### src/fspr_pkg.sv
// Constants, register map and types for the flash status controller
// Overview of operation
// RQ1 - Device reports ready in status bit 7; one means ready.
// RQ2 - Device sets status bit 6 while a block erase is suspended.
// RQ3 - Device sets status bit 5 when block or chip erase fails.
// RQ4 - Device sets status bit 4 when any program operation fails.
// RQ5 - Device sets bit 3 and aborts on bad protect pin level.
// RQ6 - Device sets status bit 2 while a program is suspended.
// RQ7 - Device sets bit 1 and aborts on locked block erase/program.
// RQ8 - Status is per partition; ready does not mean sequencer idle.
// RQ9 - Host ignores status bits 6 to 1 while bit 7 reads 0.
// RQ10 - Bits 5 and 4 both set mean an improper command sequence.
// RQ11 - Device samples protect pin level only after erase or program.
// RQ12 - Device checks block lock only after erase or program sequences.
// RQ13 - Lock status is read through identifier-space lock codes.
// RQ14 - Host detects completion by bit 7 or the ready/busy pin.
// RQ15 - Host masks status bits 15 to 8 and bit 0.
// RQ16 - After E8H, extended status bit 7 shows buffer availability.
// RQ17 - Host reissues E8H when buffer unavailable; masks reserved bits.
// RQ18 - Layout 000 one partition; 001, 010, 100 two partitions.
// RQ19 - Layout 011, 110, 101 give three partitions.
// RQ20 - Layout 111 gives four partitions, one per plane.
// RQ21 - Device resets layout to 001 bottom or 100 top variant.
// RQ22 - Host masks layout word bits 15 to 11 and 7 to 0.
package fspr_pkg;

  localparam int CLK_PERIOD_NS = 40;
  localparam int WE_LOW_NS     = 60;
  localparam int OE_LOW_NS     = 80;
  localparam int RECOVER_NS    = 40;
  localparam int SYNC_STAGES   = 2;

  localparam logic [4:0] WE_CYC  =
    5'((WE_LOW_NS + CLK_PERIOD_NS - 1) / CLK_PERIOD_NS);
  localparam logic [4:0] OE_CYC  =
    5'((OE_LOW_NS + CLK_PERIOD_NS - 1) / CLK_PERIOD_NS + SYNC_STAGES);
  localparam logic [4:0] REC_CYC =
    5'((RECOVER_NS + CLK_PERIOD_NS - 1) / CLK_PERIOD_NS);

  localparam int ADDR_W = 21;
  localparam int DQ_W   = 16;

  localparam logic [7:0] REG_CTRL   = 8'h00;
  localparam logic [7:0] REG_ADDR   = 8'h04;
  localparam logic [7:0] REG_WDATA  = 8'h08;
  localparam logic [7:0] REG_STAT   = 8'h0C;
  localparam logic [7:0] REG_PSW    = 8'h10;
  localparam logic [7:0] REG_LAYOUT = 8'h14;
  localparam logic [7:0] REG_RDATA  = 8'h18;

  localparam int CTRL_START = 0;
  localparam int CTRL_OP_LO = 1;
  localparam int CTRL_WPACC = 4;
  localparam int CTRL_CMD_LO = 8;

  localparam int PSW_READY_BIT = 7;
  localparam int PSW_ERASE_ERR = 5;
  localparam int PSW_PROG_ERR  = 4;
  localparam int ESW_AVAIL_BIT = 7;
  localparam int PLW_LSB       = 8;

  localparam logic [15:0] PSW_VALID_MASK = 16'h00FE;
  localparam logic [15:0] ESW_VALID_MASK = 16'h0080;
  localparam logic [15:0] PLW_VALID_MASK = 16'h0700;

  localparam logic [7:0] CMD_PAGE_BUF = 8'hE8;

  localparam logic [2:0] LAY_ONE  = 3'h0;
  localparam logic [2:0] LAY_FOUR = 3'h7;

  typedef enum logic [2:0] {
    OP_WRITE,
    OP_READ,
    OP_POLL,
    OP_BUFCHK,
    OP_LAYOUT
  } fspr_op_e;

  function automatic logic fspr_mapped(input logic [7:0] a);
    fspr_mapped = (a == REG_CTRL) || (a == REG_ADDR) || (a == REG_WDATA)
               || (a == REG_STAT) || (a == REG_PSW) || (a == REG_LAYOUT)
               || (a == REG_RDATA);
  endfunction

endpackage

### src/fspr_bus_cycle.sv
// Single asynchronous flash bus cycle engine, read or write
module fspr_bus_cycle
  import fspr_pkg::*;
(
  input  wire logic              pclk,
  input  wire logic              presetn,
  input  wire logic              start,
  input  wire logic              is_read,
  input  wire logic [ADDR_W-1:0] addr,
  input  wire logic [DQ_W-1:0]   wdata,
  output logic                   done,
  output logic [DQ_W-1:0]        rdata,
  output logic [ADDR_W-1:0]      flash_addr,
  output logic [DQ_W-1:0]       flash_dq_out,
  output logic                   flash_dq_oe_n,
  input  wire logic [DQ_W-1:0]   flash_dq_in,
  output logic                   flash_ce_n,
  output logic                   flash_oe_n,
  output logic                   flash_we_n
);

  typedef enum logic [1:0] {C_IDLE, C_SETUP, C_STROBE, C_HOLD} fspr_cyc_e;

  fspr_cyc_e        st_r;
  logic             rd_r;
  logic [4:0]       cnt_r;
  logic [DQ_W-1:0]  dq_meta_r;
  logic [DQ_W-1:0]  dq_sync_r;

  // Data pins cross in from the device
  always_ff @(posedge pclk or negedge presetn)
  begin
    if (!presetn)
    begin
      dq_meta_r <= '0;
      dq_sync_r <= '0;
    end
    else
    begin
      dq_meta_r <= flash_dq_in;
      dq_sync_r <= dq_meta_r;
    end
  end

  always_ff @(posedge pclk or negedge presetn)
  begin
    if (!presetn)
    begin
      st_r          <= C_IDLE;
      rd_r          <= 1'b0;
      cnt_r         <= '0;
      done          <= 1'b0;
      rdata         <= '0;
      flash_addr    <= '0;
      flash_dq_out  <= '0;
      flash_dq_oe_n <= 1'b1;
      flash_ce_n    <= 1'b1;
      flash_oe_n    <= 1'b1;
      flash_we_n    <= 1'b1;
    end
    else
    begin
      done <= 1'b0;
      case (st_r)
        C_IDLE:
        begin
          if (start)
          begin
            rd_r          <= is_read;
            flash_addr    <= addr;
            flash_dq_out  <= wdata;
            flash_dq_oe_n <= is_read;
            flash_ce_n    <= 1'b0;
            st_r          <= C_SETUP;
          end
        end
        C_SETUP:
        begin
          flash_oe_n <= ~rd_r;
          flash_we_n <= rd_r;
          cnt_r      <= rd_r ? OE_CYC : WE_CYC;
          st_r       <= C_STROBE;
        end
        C_STROBE:
        begin
          cnt_r <= cnt_r - 5'h01;
          if (cnt_r == 5'h01)
          begin
            if (rd_r)
              rdata <= dq_sync_r;
            flash_oe_n <= 1'b1;
            flash_we_n <= 1'b1;
            cnt_r      <= REC_CYC;
            st_r       <= C_HOLD;
          end
        end
        C_HOLD:
        begin
          // Data held past the strobe edge, then released
          flash_ce_n <= 1'b1;
          cnt_r      <= cnt_r - 5'h01;
          if (cnt_r == 5'h01)
          begin
            flash_dq_oe_n <= 1'b1;
            done          <= 1'b1;
            st_r          <= C_IDLE;
          end
        end
        default:
          st_r <= C_IDLE;
      endcase
    end
  end

endmodule

### src/fspr_status_decode.sv
// Masks reserved status bits and decodes the partition layout
module fspr_status_decode
  import fspr_pkg::*;
(
  input  wire logic [DQ_W-1:0] raw_word,
  input  wire logic [2:0]      layout,
  output logic [DQ_W-1:0]      psw_masked,
  output logic                 buf_avail,
  output logic [2:0]           lay_field,
  output logic [1:0]           part_less1,
  output logic                 simult_ok
);

  function automatic logic [1:0] part_count_m1(input logic [2:0] code);
    case (code)
      LAY_ONE:  part_count_m1 = 2'h0;
      LAY_FOUR: part_count_m1 = 2'h3;
      3'h3, 3'h6, 3'h5: part_count_m1 = 2'h2;
      default:  part_count_m1 = 2'h1;
    endcase
  endfunction

  assign psw_masked = raw_word & PSW_VALID_MASK;                  // [RQ15]
  assign buf_avail  = |(raw_word & ESW_VALID_MASK);               // [RQ17]
  assign lay_field  = 3'((raw_word & PLW_VALID_MASK) >> PLW_LSB); // [RQ22]
  assign part_less1 = part_count_m1(layout);        // [RQ18] [RQ19] [RQ20]
  assign simult_ok  = (layout != LAY_ONE);                        // [RQ18]

endmodule

### src/fspr_host.sv
// APB-controlled host sequencer for a partitioned NOR flash
module fspr_host
  import fspr_pkg::*;
(
  input  wire logic              pclk,
  input  wire logic              presetn,
  input  wire logic              psel,
  input  wire logic              penable,
  input  wire logic              pwrite,
  input  wire logic [7:0]        paddr,
  input  wire logic [31:0]       pwdata,
  output logic [31:0]            prdata,
  output logic                   pready,
  output logic                   pslverr,
  output logic [ADDR_W-1:0]      flash_addr,
  output logic [DQ_W-1:0]        flash_dq_out,
  output logic                   flash_dq_oe_n,
  input  wire logic [DQ_W-1:0]   flash_dq_in,
  output logic                   flash_ce_n,
  output logic                   flash_oe_n,
  output logic                   flash_we_n,
  output logic                   flash_protect_accelerate_pin,
  input  wire logic              flash_ready_busy
);

  typedef enum logic [2:0] {
    S_IDLE, S_CMD, S_CMD_WAIT, S_PIN, S_READ, S_READ_WAIT, S_EVAL
  } fspr_state_e;

  fspr_state_e        state_r;
  fspr_op_e           op_r;
  logic [7:0]         cmd_r;
  logic [ADDR_W-1:0]  addr_r;
  logic [DQ_W-1:0]    wdata_r;
  logic               done_r;
  logic               buf_avail_r;
  logic [7:0]         retry_r;
  logic [DQ_W-1:0]    psw_r;
  logic [2:0]         layout_r;
  logic               cyc_start_r;
  logic               cyc_rd_r;
  logic [DQ_W-1:0]    cyc_data_r;
  logic               pin_rdy_meta_r;
  logic               pin_rdy_r;

  logic               cyc_done;
  logic [DQ_W-1:0]    rd_word;
  logic [DQ_W-1:0]    psw_masked;
  logic               buf_avail;
  logic [2:0]         lay_field;
  logic [1:0]         part_less1;
  logic               simult_ok;

  logic               apb_acc;
  logic               wr_en;
  logic               go;

  assign apb_acc = psel & penable & ~pready;
  assign wr_en   = psel & penable & pready & pwrite;
  assign go      = wr_en && (paddr == REG_CTRL) && pwdata[CTRL_START]
                   && (state_r == S_IDLE);

  fspr_bus_cycle u_cycle (
    .pclk          (pclk),
    .presetn       (presetn),
    .start         (cyc_start_r),
    .is_read       (cyc_rd_r),
    .addr          (addr_r),
    .wdata         (cyc_data_r),
    .done          (cyc_done),
    .rdata         (rd_word),
    .flash_addr    (flash_addr),
    .flash_dq_out  (flash_dq_out),
    .flash_dq_oe_n (flash_dq_oe_n),
    .flash_dq_in   (flash_dq_in),
    .flash_ce_n    (flash_ce_n),
    .flash_oe_n    (flash_oe_n),
    .flash_we_n    (flash_we_n)
  );

  fspr_status_decode u_decode (
    .raw_word   (rd_word),
    .layout     (layout_r),
    .psw_masked (psw_masked),
    .buf_avail  (buf_avail),
    .lay_field  (lay_field),
    .part_less1 (part_less1),
    .simult_ok  (simult_ok)
  );

  // Ready/busy pin crosses in from the device
  always_ff @(posedge pclk or negedge presetn)
  begin
    if (!presetn)
    begin
      pin_rdy_meta_r <= 1'b0;
      pin_rdy_r      <= 1'b0;
    end
    else
    begin
      pin_rdy_meta_r <= flash_ready_busy;
      pin_rdy_r      <= pin_rdy_meta_r;
    end
  end

  // Software-written settings
  always_ff @(posedge pclk or negedge presetn)
  begin
    if (!presetn)
    begin
      op_r         <= OP_WRITE;
      cmd_r        <= '0;
      addr_r       <= '0;
      wdata_r      <= '0;
      flash_protect_accelerate_pin <= 1'b0;
    end
    else if (wr_en && (state_r == S_IDLE))
    begin
      case (paddr)
        REG_CTRL:
        begin
          op_r         <= fspr_op_e'(pwdata[CTRL_OP_LO +: 3]);
          flash_protect_accelerate_pin <= pwdata[CTRL_WPACC];
          cmd_r        <= pwdata[CTRL_CMD_LO +: 8];
        end
        REG_ADDR:  addr_r  <= pwdata[ADDR_W-1:0];
        REG_WDATA: wdata_r <= pwdata[DQ_W-1:0];
        default:   ;
      endcase
    end
  end

  // Operation sequencer
  always_ff @(posedge pclk or negedge presetn)
  begin
    if (!presetn)
    begin
      state_r     <= S_IDLE;
      cyc_start_r <= 1'b0;
      cyc_rd_r    <= 1'b0;
      cyc_data_r  <= '0;
      done_r      <= 1'b0;
      retry_r     <= '0;
    end
    else
    begin
      cyc_start_r <= 1'b0;
      case (state_r)
        S_IDLE:
        begin
          if (go)
          begin
            done_r  <= 1'b0;
            retry_r <= '0;
            state_r <= S_CMD;
          end
        end
        S_CMD:
        begin
          cyc_start_r <= 1'b1;
          cyc_rd_r    <= (op_r == OP_READ);
          case (op_r)
            OP_WRITE:  cyc_data_r <= wdata_r;
            OP_BUFCHK: cyc_data_r <= {8'h00, CMD_PAGE_BUF};    // [RQ17]
            default:   cyc_data_r <= {8'h00, cmd_r};
          endcase
          state_r <= S_CMD_WAIT;
        end
        S_CMD_WAIT:
        begin
          if (cyc_done)
          begin
            if (op_r == OP_READ)
              state_r <= S_EVAL;
            else if (op_r == OP_WRITE)
            begin
              done_r  <= 1'b1;
              state_r <= S_IDLE;
            end
            else if (op_r == OP_POLL)
              state_r <= S_PIN;
            else
              state_r <= S_READ;
          end
        end
        S_PIN:
        begin
          if (pin_rdy_r)                                       // [RQ14]
            state_r <= S_READ;
        end
        S_READ:
        begin
          cyc_start_r <= 1'b1;
          cyc_rd_r    <= 1'b1;
          state_r     <= S_READ_WAIT;
        end
        S_READ_WAIT:
        begin
          if (cyc_done)
            state_r <= S_EVAL;
        end
        S_EVAL:
        begin
          if ((op_r == OP_POLL) && !rd_word[PSW_READY_BIT])    // [RQ14]
            state_r <= S_READ;
          else if ((op_r == OP_BUFCHK) && !buf_avail)          // [RQ17]
          begin
            retry_r <= retry_r + 8'h01;
            state_r <= S_CMD;
          end
          else
          begin
            done_r  <= 1'b1;
            state_r <= S_IDLE;
          end
        end
        default:
          state_r <= S_IDLE;
      endcase
    end
  end

  // Results captured from completed reads
  always_ff @(posedge pclk or negedge presetn)
  begin
    if (!presetn)
    begin
      psw_r       <= '0;
      layout_r    <= '0;
      buf_avail_r <= 1'b0;
    end
    else if (state_r == S_EVAL)
    begin
      // Error bits trusted only once ready reads one
      if ((op_r == OP_POLL) && rd_word[PSW_READY_BIT])     // [RQ9] [RQ15]
        psw_r <= psw_masked;
      if (op_r == OP_BUFCHK)
        buf_avail_r <= buf_avail;
      if (op_r == OP_LAYOUT)
        layout_r <= lay_field;                               // [RQ22]
    end
  end

  // APB slave answer, one wait state
  always_ff @(posedge pclk or negedge presetn)
  begin
    if (!presetn)
    begin
      pready  <= 1'b0;
      pslverr <= 1'b0;
      prdata  <= '0;
    end
    else
    begin
      pready  <= apb_acc;
      pslverr <= apb_acc && !fspr_mapped(paddr);
      prdata  <= '0;
      if (apb_acc && !pwrite)
      begin
        case (paddr)
          REG_CTRL:
            prdata <= {16'h0000, cmd_r, 3'h0, flash_protect_accelerate_pin, op_r, 1'b0};
          REG_ADDR:  prdata <= 32'(addr_r);
          REG_WDATA: prdata <= {16'h0000, wdata_r};
          REG_STAT:
            prdata <= {16'h0000, retry_r, 3'h0, pin_rdy_r,
                       psw_r[PSW_ERASE_ERR] & psw_r[PSW_PROG_ERR],   // [RQ10]
                       buf_avail_r, done_r, state_r != S_IDLE};
          REG_PSW:   prdata <= {16'h0000, psw_r};
          REG_LAYOUT:
            prdata <= {25'h0000000, simult_ok, part_less1, 1'b0, layout_r};
          REG_RDATA: prdata <= {16'h0000, rd_word};
          default:   prdata <= '0;
        endcase
      end
    end
  end
endmodule

### config.mk
export PLATFORM = sky130hd
export DESIGN_NAME = fspr_host
export DESIGN_NICKNAME = d
export VERILOG_FILES = /design/src/fspr_pkg.sv /design/src/fspr_bus_cycle.sv /design/src/fspr_status_decode.sv /design/src/fspr_host.sv
export SDC_FILE = /design/constraint.sdc
export NUM_CORES = 1
export LEC_CHECK = 0
export ABC_AREA = 1
export BUFFER_PORTS_ARGS = -buffer_cell sky130_fd_sc_hd__buf_2
export CAP_MARGIN = 20
export CELL_PAD_IN_SITES_DETAIL_PLACEMENT = 2
export CELL_PAD_IN_SITES_GLOBAL_PLACEMENT = 2
export CORE_ASPECT_RATIO = 0.75
export CORE_UTILIZATION = 31
export DETAILED_ROUTE_END_ITERATION = 10
export PLACE_DENSITY_LB_ADDON = 0.1
export SLEW_MARGIN = 0
export SYNTH_ARGS = -nofsm -noshare
export SYNTH_HDL_FRONTEND = slang
export SYNTH_SLANG_ARGS = --single-unit
export TNS_END_PERCENT = 1
### constraint.sdc
create_clock -name pclk -period 1.7 [get_ports pclk]
set_clock_uncertainty 0.15 [all_clocks]
set_input_delay 0.17 -clock pclk [delete_from_list [all_inputs] [get_ports pclk]]
set_output_delay 0.17 -clock pclk [all_outputs]
set_load 0.02 [all_outputs]
### Word-level counts from Yosys, hierarchy flattened

Index checks and enable logic that the tools add are counted.

| word-level totals | value |
|---|---|
| bits in registers | 224 |
| bits of input ports | 62 |
| output and inout bits | 76 |
| word-level logic and storage cells | 168 |

| cells by class | value |
|---|---|
| add/sub/neg operators | 2 |
| equality and inequality tests | 36 |
| multiplexer cells | 43 |
| bitwise logic cells | 7 |
| reductions and logical operators | 48 |

Operator list:

| kind | number |
|---|---|
| 21-bit case mux with 7 select lines | 1 |
| 32-bit 2-to-1 mux | 1 |
| 16-bit case mux with 2 select lines | 1 |
| 3-bit 2-to-1 mux | 9 |
| 8-bit by 5-bit equality test with 1-bit output, second input constant | 3 |
| 8-bit 2-to-1 mux | 3 |
| 3-bit equality test, second input constant | 7 |
| 3-bit case mux with 7 select lines | 1 |
| 2-bit AND reduction | 9 |
| 8-bit by 4-bit equality test with 1-bit output, second input constant | 2 |
| 2-bit != test, second input constant | 8 |
| 8-bit case mux with 2 select lines | 1 |
| 3-bit by 2-bit equality test with 1-bit output, second input constant | 5 |
| 5-bit case mux with 3 select lines | 1 |
| 1-bit 2-to-1 mux | 13 |
| 3-bit nonzero test | 4 |
| 1-bit case mux with 2 select lines | 5 |
| 1-bit logical AND | 9 |
| 3-bit zero test | 3 |
| 3-bit AND reduction | 3 |
| 8-bit by 1-bit adder with 8-bit output, second input constant | 1 |
| 8-bit by 3-bit equality test with 1-bit output, second input constant | 1 |
| 8-bit zero test | 1 |
| 2-bit by 1-bit != test with 1-bit output, second input constant | 4 |
| other kinds (20) | 40 |

### Longest topological paths before layout

| logic depth | value |
|---|---|
| depth after elaboration | 9 |
| depth in mapped cells | 10 |
| gate-level depth less buffers | 10 |

### Cells and area by module

From an unflattened synthesis, not the netlist that was laid out.

| unflattened totals | value |
|---|---|
| cells, all modules | 1089 |
| area total of the unflattened synthesis | 9598.0 um2 |

By module, submodules not included:

| module | times used | cells each | area an instance (um2) | sequential area each (um2) |
|---|---|---|---|---|
| fspr_host | 1 | 718 | 5850.6 | 3103.0 |
| fspr_bus_cycle | 1 | 346 | 3562.2 | 2457.4 |
| fspr_status_decode | 1 | 25 | 185.2 | 0.0 |

### Worst setup path before layout

Ideal clock, no wire load.

| path | value |
|---|---|
| kind | flip-flop to flip-flop |
| from | register u_cycle.st_r[0] |
| to | register u_cycle.flash_addr[20] |
| library setup time | 133 ps |
| data arrival time | 1522 ps |
| data required time | 1417 ps |
| setup slack | -105 ps |
| cell stages (with the launch flop) | 8 |
| buffers on the path | 3 |
| period minus slack after synthesis | 1805 ps |
| path through | dfrtp_1 > inv_1 > ha_1 > clkbuf_1 > nand2_1 > clkbuf_1 > clkbuf_1 > o21ai_0 |

| on the way | value |
|---|---|
| word-level cells in the longest chain between the ends | 2 |

Ends and longest elaborated chain:

| item | RTL line | source |
|---|---|---|
| start: declaration | fspr_bus_cycle.sv:24 | `fspr_cyc_e st_r;` |
| start signal: assignment | fspr_bus_cycle.sv:49 | `st_r <= C_IDLE;` |
| start signal: assignment | fspr_bus_cycle.sv:74 | `st_r <= C_SETUP;` |
| start signal: assignment | fspr_bus_cycle.sv:82 | `st_r <= C_STROBE;` |
| 2-bit zero test | fspr_bus_cycle.sv:64 | `case (st_r)` |
| 2-bit AND reduction (no source line) | - |  |
| end signal: assignment | fspr_bus_cycle.sv:70 | `flash_addr <= addr;` |
| end: declaration | fspr_bus_cycle.sv:13 | `output logic [ADDR_W-1:0] flash_addr,` |

Every way passes these cells.
A chain may end at the register's enable or synchronous reset.

### Worst setup path in the final report

| path | value |
|---|---|
| from | register state_r[0] |
| to | register wdata_r[8] |

| on the way | value |
|---|---|
| word-level cells in the longest chain between the ends | 3 |

Ends and longest elaborated chain:

| item | RTL line | source |
|---|---|---|
| start: declaration | fspr_host.sv:30 | `fspr_state_e state_r;` |
| start signal: assignment | fspr_host.sv:138 | `state_r <= S_IDLE;` |
| start signal: assignment | fspr_host.sv:155 | `state_r <= S_CMD;` |
| start signal: assignment | fspr_host.sv:167 | `state_r <= S_CMD_WAIT;` |
| 3-bit zero test | fspr_host.sv:117 | `else if (wr_en && (state_r == S_IDLE))` |
| 1-bit logical AND | fspr_host.sv:117 |  |
| 2-bit AND reduction (no source line) | - |  |
| end signal: assignment | fspr_host.sv:127 | `REG_WDATA: wdata_r <= pwdata[DQ_W-1:0];` |
| end: declaration | fspr_host.sv:34 | `logic [DQ_W-1:0] wdata_r;` |

Every way passes these cells.

==> impl_metrics.py <==
metrics = {
    "status": {
        "status": "finished, violations left",
        "violations": "setup timing",
    },
    "routing": {
        "dr.pass1.iters": 4,
        "vias": 7570,
        "drt_drc_violations_left": 0,
        "avgRoutedWirePerCell_um": 18.0,
        "avgViaCountPerCell": 4.64,
        "drtAntennaViolNets": 0,
        "detailedRoute.firstIterationViolations": 258,
        "totalWireLength_um": 29400,
    },
    "floorplan": {
        "floorplan.die.width_um": 197,
        "num_rows": 53,
        "die_area_mm2": 0.0293,
        "core_ar_mm2": 0.0281,
        "die_h_um": 148,
        "io_pins": 138,
        "floorplan.initialDensity": 0.316,
    },
    "power": {
        "total_power_mw": 14.4,
        "intPower_mw": 9.98,
        "worst_vdd_rail_ir_drop_mv": 0.593,
        "power_frac_seq": 0.413,
        "combinationalPowerShare": 0.223,
        "switching_share": 0.308,
        "leakage_nw": 5.96,
        "power.switching_mw": 4.43,
        "power_density_mw_per_mm2": 1220,
        "clockPowerShare": 0.364,
    },
    "critical_path": {
        "reg2reg_depth": 7,
        "critical_path_arrival_ns": 1.95,
        "setup.worst_path.class": "flip-flop to flip-flop",
        "crit_path_start_kind": "flip-flop",
        "reg2reg_slack_ns": -0.004,
        "timing.rr.start": "state_r[0]",
        "crit_path_end_kind": "flip-flop",
        "cp_max_fo": 32,
        "crit-reg2reg-capture": "wdata_r[8]",
        "cp_data_required_time_ns": 1.95,
    },
    "worst_hold_path": {
        "timing.hold.worst_endpoint": "prdata[11]",
        "worst_hold_launch": "paddr[3]",
        "hold_crit_depth": 5,
        "hold_class": "primary input to flip-flop",
    },
    "clock_tree": {
        "insertion_delay_of_the_later_clocked_pin_in_the_worst_skew_pair_ns": 0.53,
        "cts_tree": "yes",
        "h-tree-depth": 1,
        "tritoncts.num_buffers": 24,
        "clk_pin_slew_ns": 0.06,
        "numClockSinks": 213,
        "clock_tree.root_cell": "clkbuf_16",
        "cts-root-to-sink-buffers": 3,
    },
    "place": {
        "hpwl_um": 21100,
        "port_buffers": 115,
        "placedInstanceArea_mm2": 0.0104,
        "dp_worst_setup_slack_ns": -0.100,
        "numPlacedInstances": 1546,
        "place_congestion": 0.822,
    },
    "final_layout": {
        "final_cells": 1631,
        "fillers": 3112,
        "area_growth_syn_to_layout_pct": 32.8,
        "final_cell_area_mm2": 0.0118,
        "layout-drive-gt1-share": 0.224,
        "fin_nets": 1300,
    },
    "synthesis": {
        "ys_async_sr_fraction": 1.00,
        "synthTopCellsByArea": "dfrtp_1 59%, nand2_1 15%, o21ai_0 5.6%",
        "postSynthRegisterBits": 213,
        "mapped_avg_cell_area_um2": 8.83,
        "synth_warnings": 0,
        "ys_dominant_reg_cell": "dfrtp_1",
        "synth_cell_type_count": 37,
        "synth-seq-area-share": 0.602,
        "synth_enable_flop_cells": 0,
        "postSynthCellCount": 1004,
        "synthDominantCellAreaShare": 0.590,
        "syn-cell-area_mm2": 0.00887,
        "synth_largest_area_cell": "dfrtp_1",
    },
    "timing": {
        "achievable-frequency_mhz": 587,
        "timing.final.max_slew_violations": 0,
        "layout_worst_path_cycle_share": 1.00,
        "holdWs_ns": 0.0247,
        "final-hold-violation-count": 0,
        "worst_slack_ns": -0.00407,
        "fin_crit_ns": 1.70,
        "timing.final.setup_violations": 1,
        "relSlewSlack": 0.660,
        "tightest_slew_ns": 0.510,
        "rsz_0062_raised_after_global_routing": "yes",
    },
    "grt": {
        "gr-usage-all-layers": 0.208,
        "global_route_congestion_overflow_total": 0,
        "grt_max_degree": 52,
        "grt_first_pass_wirelength_um": 46700,
        "first_global_vias": 8419,
        "grt_antenna_before_repair": 1,
    },
    "run": {
        "timing.max_cap.violations": 0,
    },
}
metrics by stage:
step | util | setup TNS [ns]
6_report | 0.420 | -0.00407
5_1_grt | 0.420 | -5.23
4_1_cts | 0.417 | -1.09
3_5_place_dp | 0.372 | -1.75
3_3_place_gp | 0.372 | -0.0981
2_1_floorplan | - | -0.197
critical path: stages, from the launching register on:
cell and delay [ns]:
dfrtp_1 0.41, nor2_4 0.15, nand2_4 0.10, nor3_4 0.26, nand2_1 0.15, buf_12 0.19, nand2_1 0.07, o21ai_0 0.09
cell families (layout without fill, tap and decap cells):
logic type,after synthesis,count (layout),synth area share
flops,213,213,0.602
simple gates,518,518,0.238
fa+ha+maj,9,9,0.0135
compound gates,134,134,0.0796
xor+xnor,4,4,0.00395
other cells,1,12,0.000423
buf+inv,125,356,0.0624
cells in the final DEF, fill, tap and decap left out, drive strengths merged, types with 3 or more instances in the layout:
master / n
a21oi: 16
a22oi: 5
buf: 194
clkbuf: 34
clkinv: 6
conb: 11
dfrtp: 209
dfstp: 4
dlygate4sd3: 41
ha: 8
inv: 78
nand2: 355
nand3: 54
nand3b: 3
nand4: 5
nor2: 86
nor3: 8
o21ai: 106
o2bb2ai: 3
or2: 4
xor2: 3
worst max-delay path by stage:
stage                       end        startpoint  cells past startpoint
2_1_floorplan  u_cycle.rdata[2]   u_cycle.st_r[0]                      7
3_3_place_gp          prdata[7]          paddr[7]                     11
3_5_place_dp   u_cycle.rdata[4]  u_cycle.cnt_r[1]                      7
4_1_cts              addr_r[10]        state_r[1]                      7
5_1_grt                psw_r[5]        state_r[0]                      9
6_report             wdata_r[8]        state_r[0]                      7
per-layer routing:
metal  track usage  wire (um)  vias to the layer above
met5             0          0                        -
met4        0.0442        519                        0
met3        0.0299       1100                       32
met2         0.345      13900                      107
met1         0.290      13900                     3831
li1              -          -                     3600
synthesized netlist by cell type, types with 8 or more instances:
| library cell | count |
|---|---|
| nand2_1 | 354 |
| dfrtp_1 | 209 |
| o21ai_0 | 100 |
| nor2_1 | 80 |
| inv_1 | 75 |
| nand3_1 | 54 |
| a21oi_1 | 16 |
| buf_2 | 16 |
| clkbuf_1 | 14 |
| buf_4 | 13 |
| ha_1 | 8 |
power by group through the flow:
stage	Combinational, mW	Sequential, mW	Clock, mW
2_1_floorplan	1.58	6.02	0
3_3_place_gp	2.79	6.01	0
3_5_place_dp	2.93	6.03	0
4_1_cts	3.13	5.95	5.45
5_1_grt	3.61	6.01	5.59
6_report	3.21	5.95	5.25
registers in the layout, indices dropped and copies added (netlist names), 2 cells and up:
register and count:
addr_r 21, prdata 21, u_cycle.flash_addr 21, cyc_data_r 16
u_cycle.dq_meta_r 16, u_cycle.dq_sync_r 16, u_cycle.flash_dq_out 16, u_cycle.rdata 16
wdata_r 16, cmd_r 8, retry_r 8, psw_r 7
u_cycle.cnt_r 5, layout_r 3, op_r 3, state_r 3
u_cycle.st_r 2
layout make-up:
cell class,count,area (um^2),area share
well taps,385,482,0.0409
clock inverters,8,90.1,0.00765
repair buffers,235,1730,0.146
flip-flops and latches,213,5340,0.453
clock buffers,34,699,0.0594
diodes,1,2.50,0.000212
multi-input cells,676,3140,0.266
inverters,79,308,0.0261
repair_timing:
item / 4_1_cts / 5_1_grt
setup endpoints to repair: 101 / 138
resized for setup: 20 / 33
pin swaps: 2 / 2
hold buffers: 41 / 0
hold endpoints to repair: 279 / 0
buffers inserted: 1 / 0
Power figures use the tool's default switching activity.
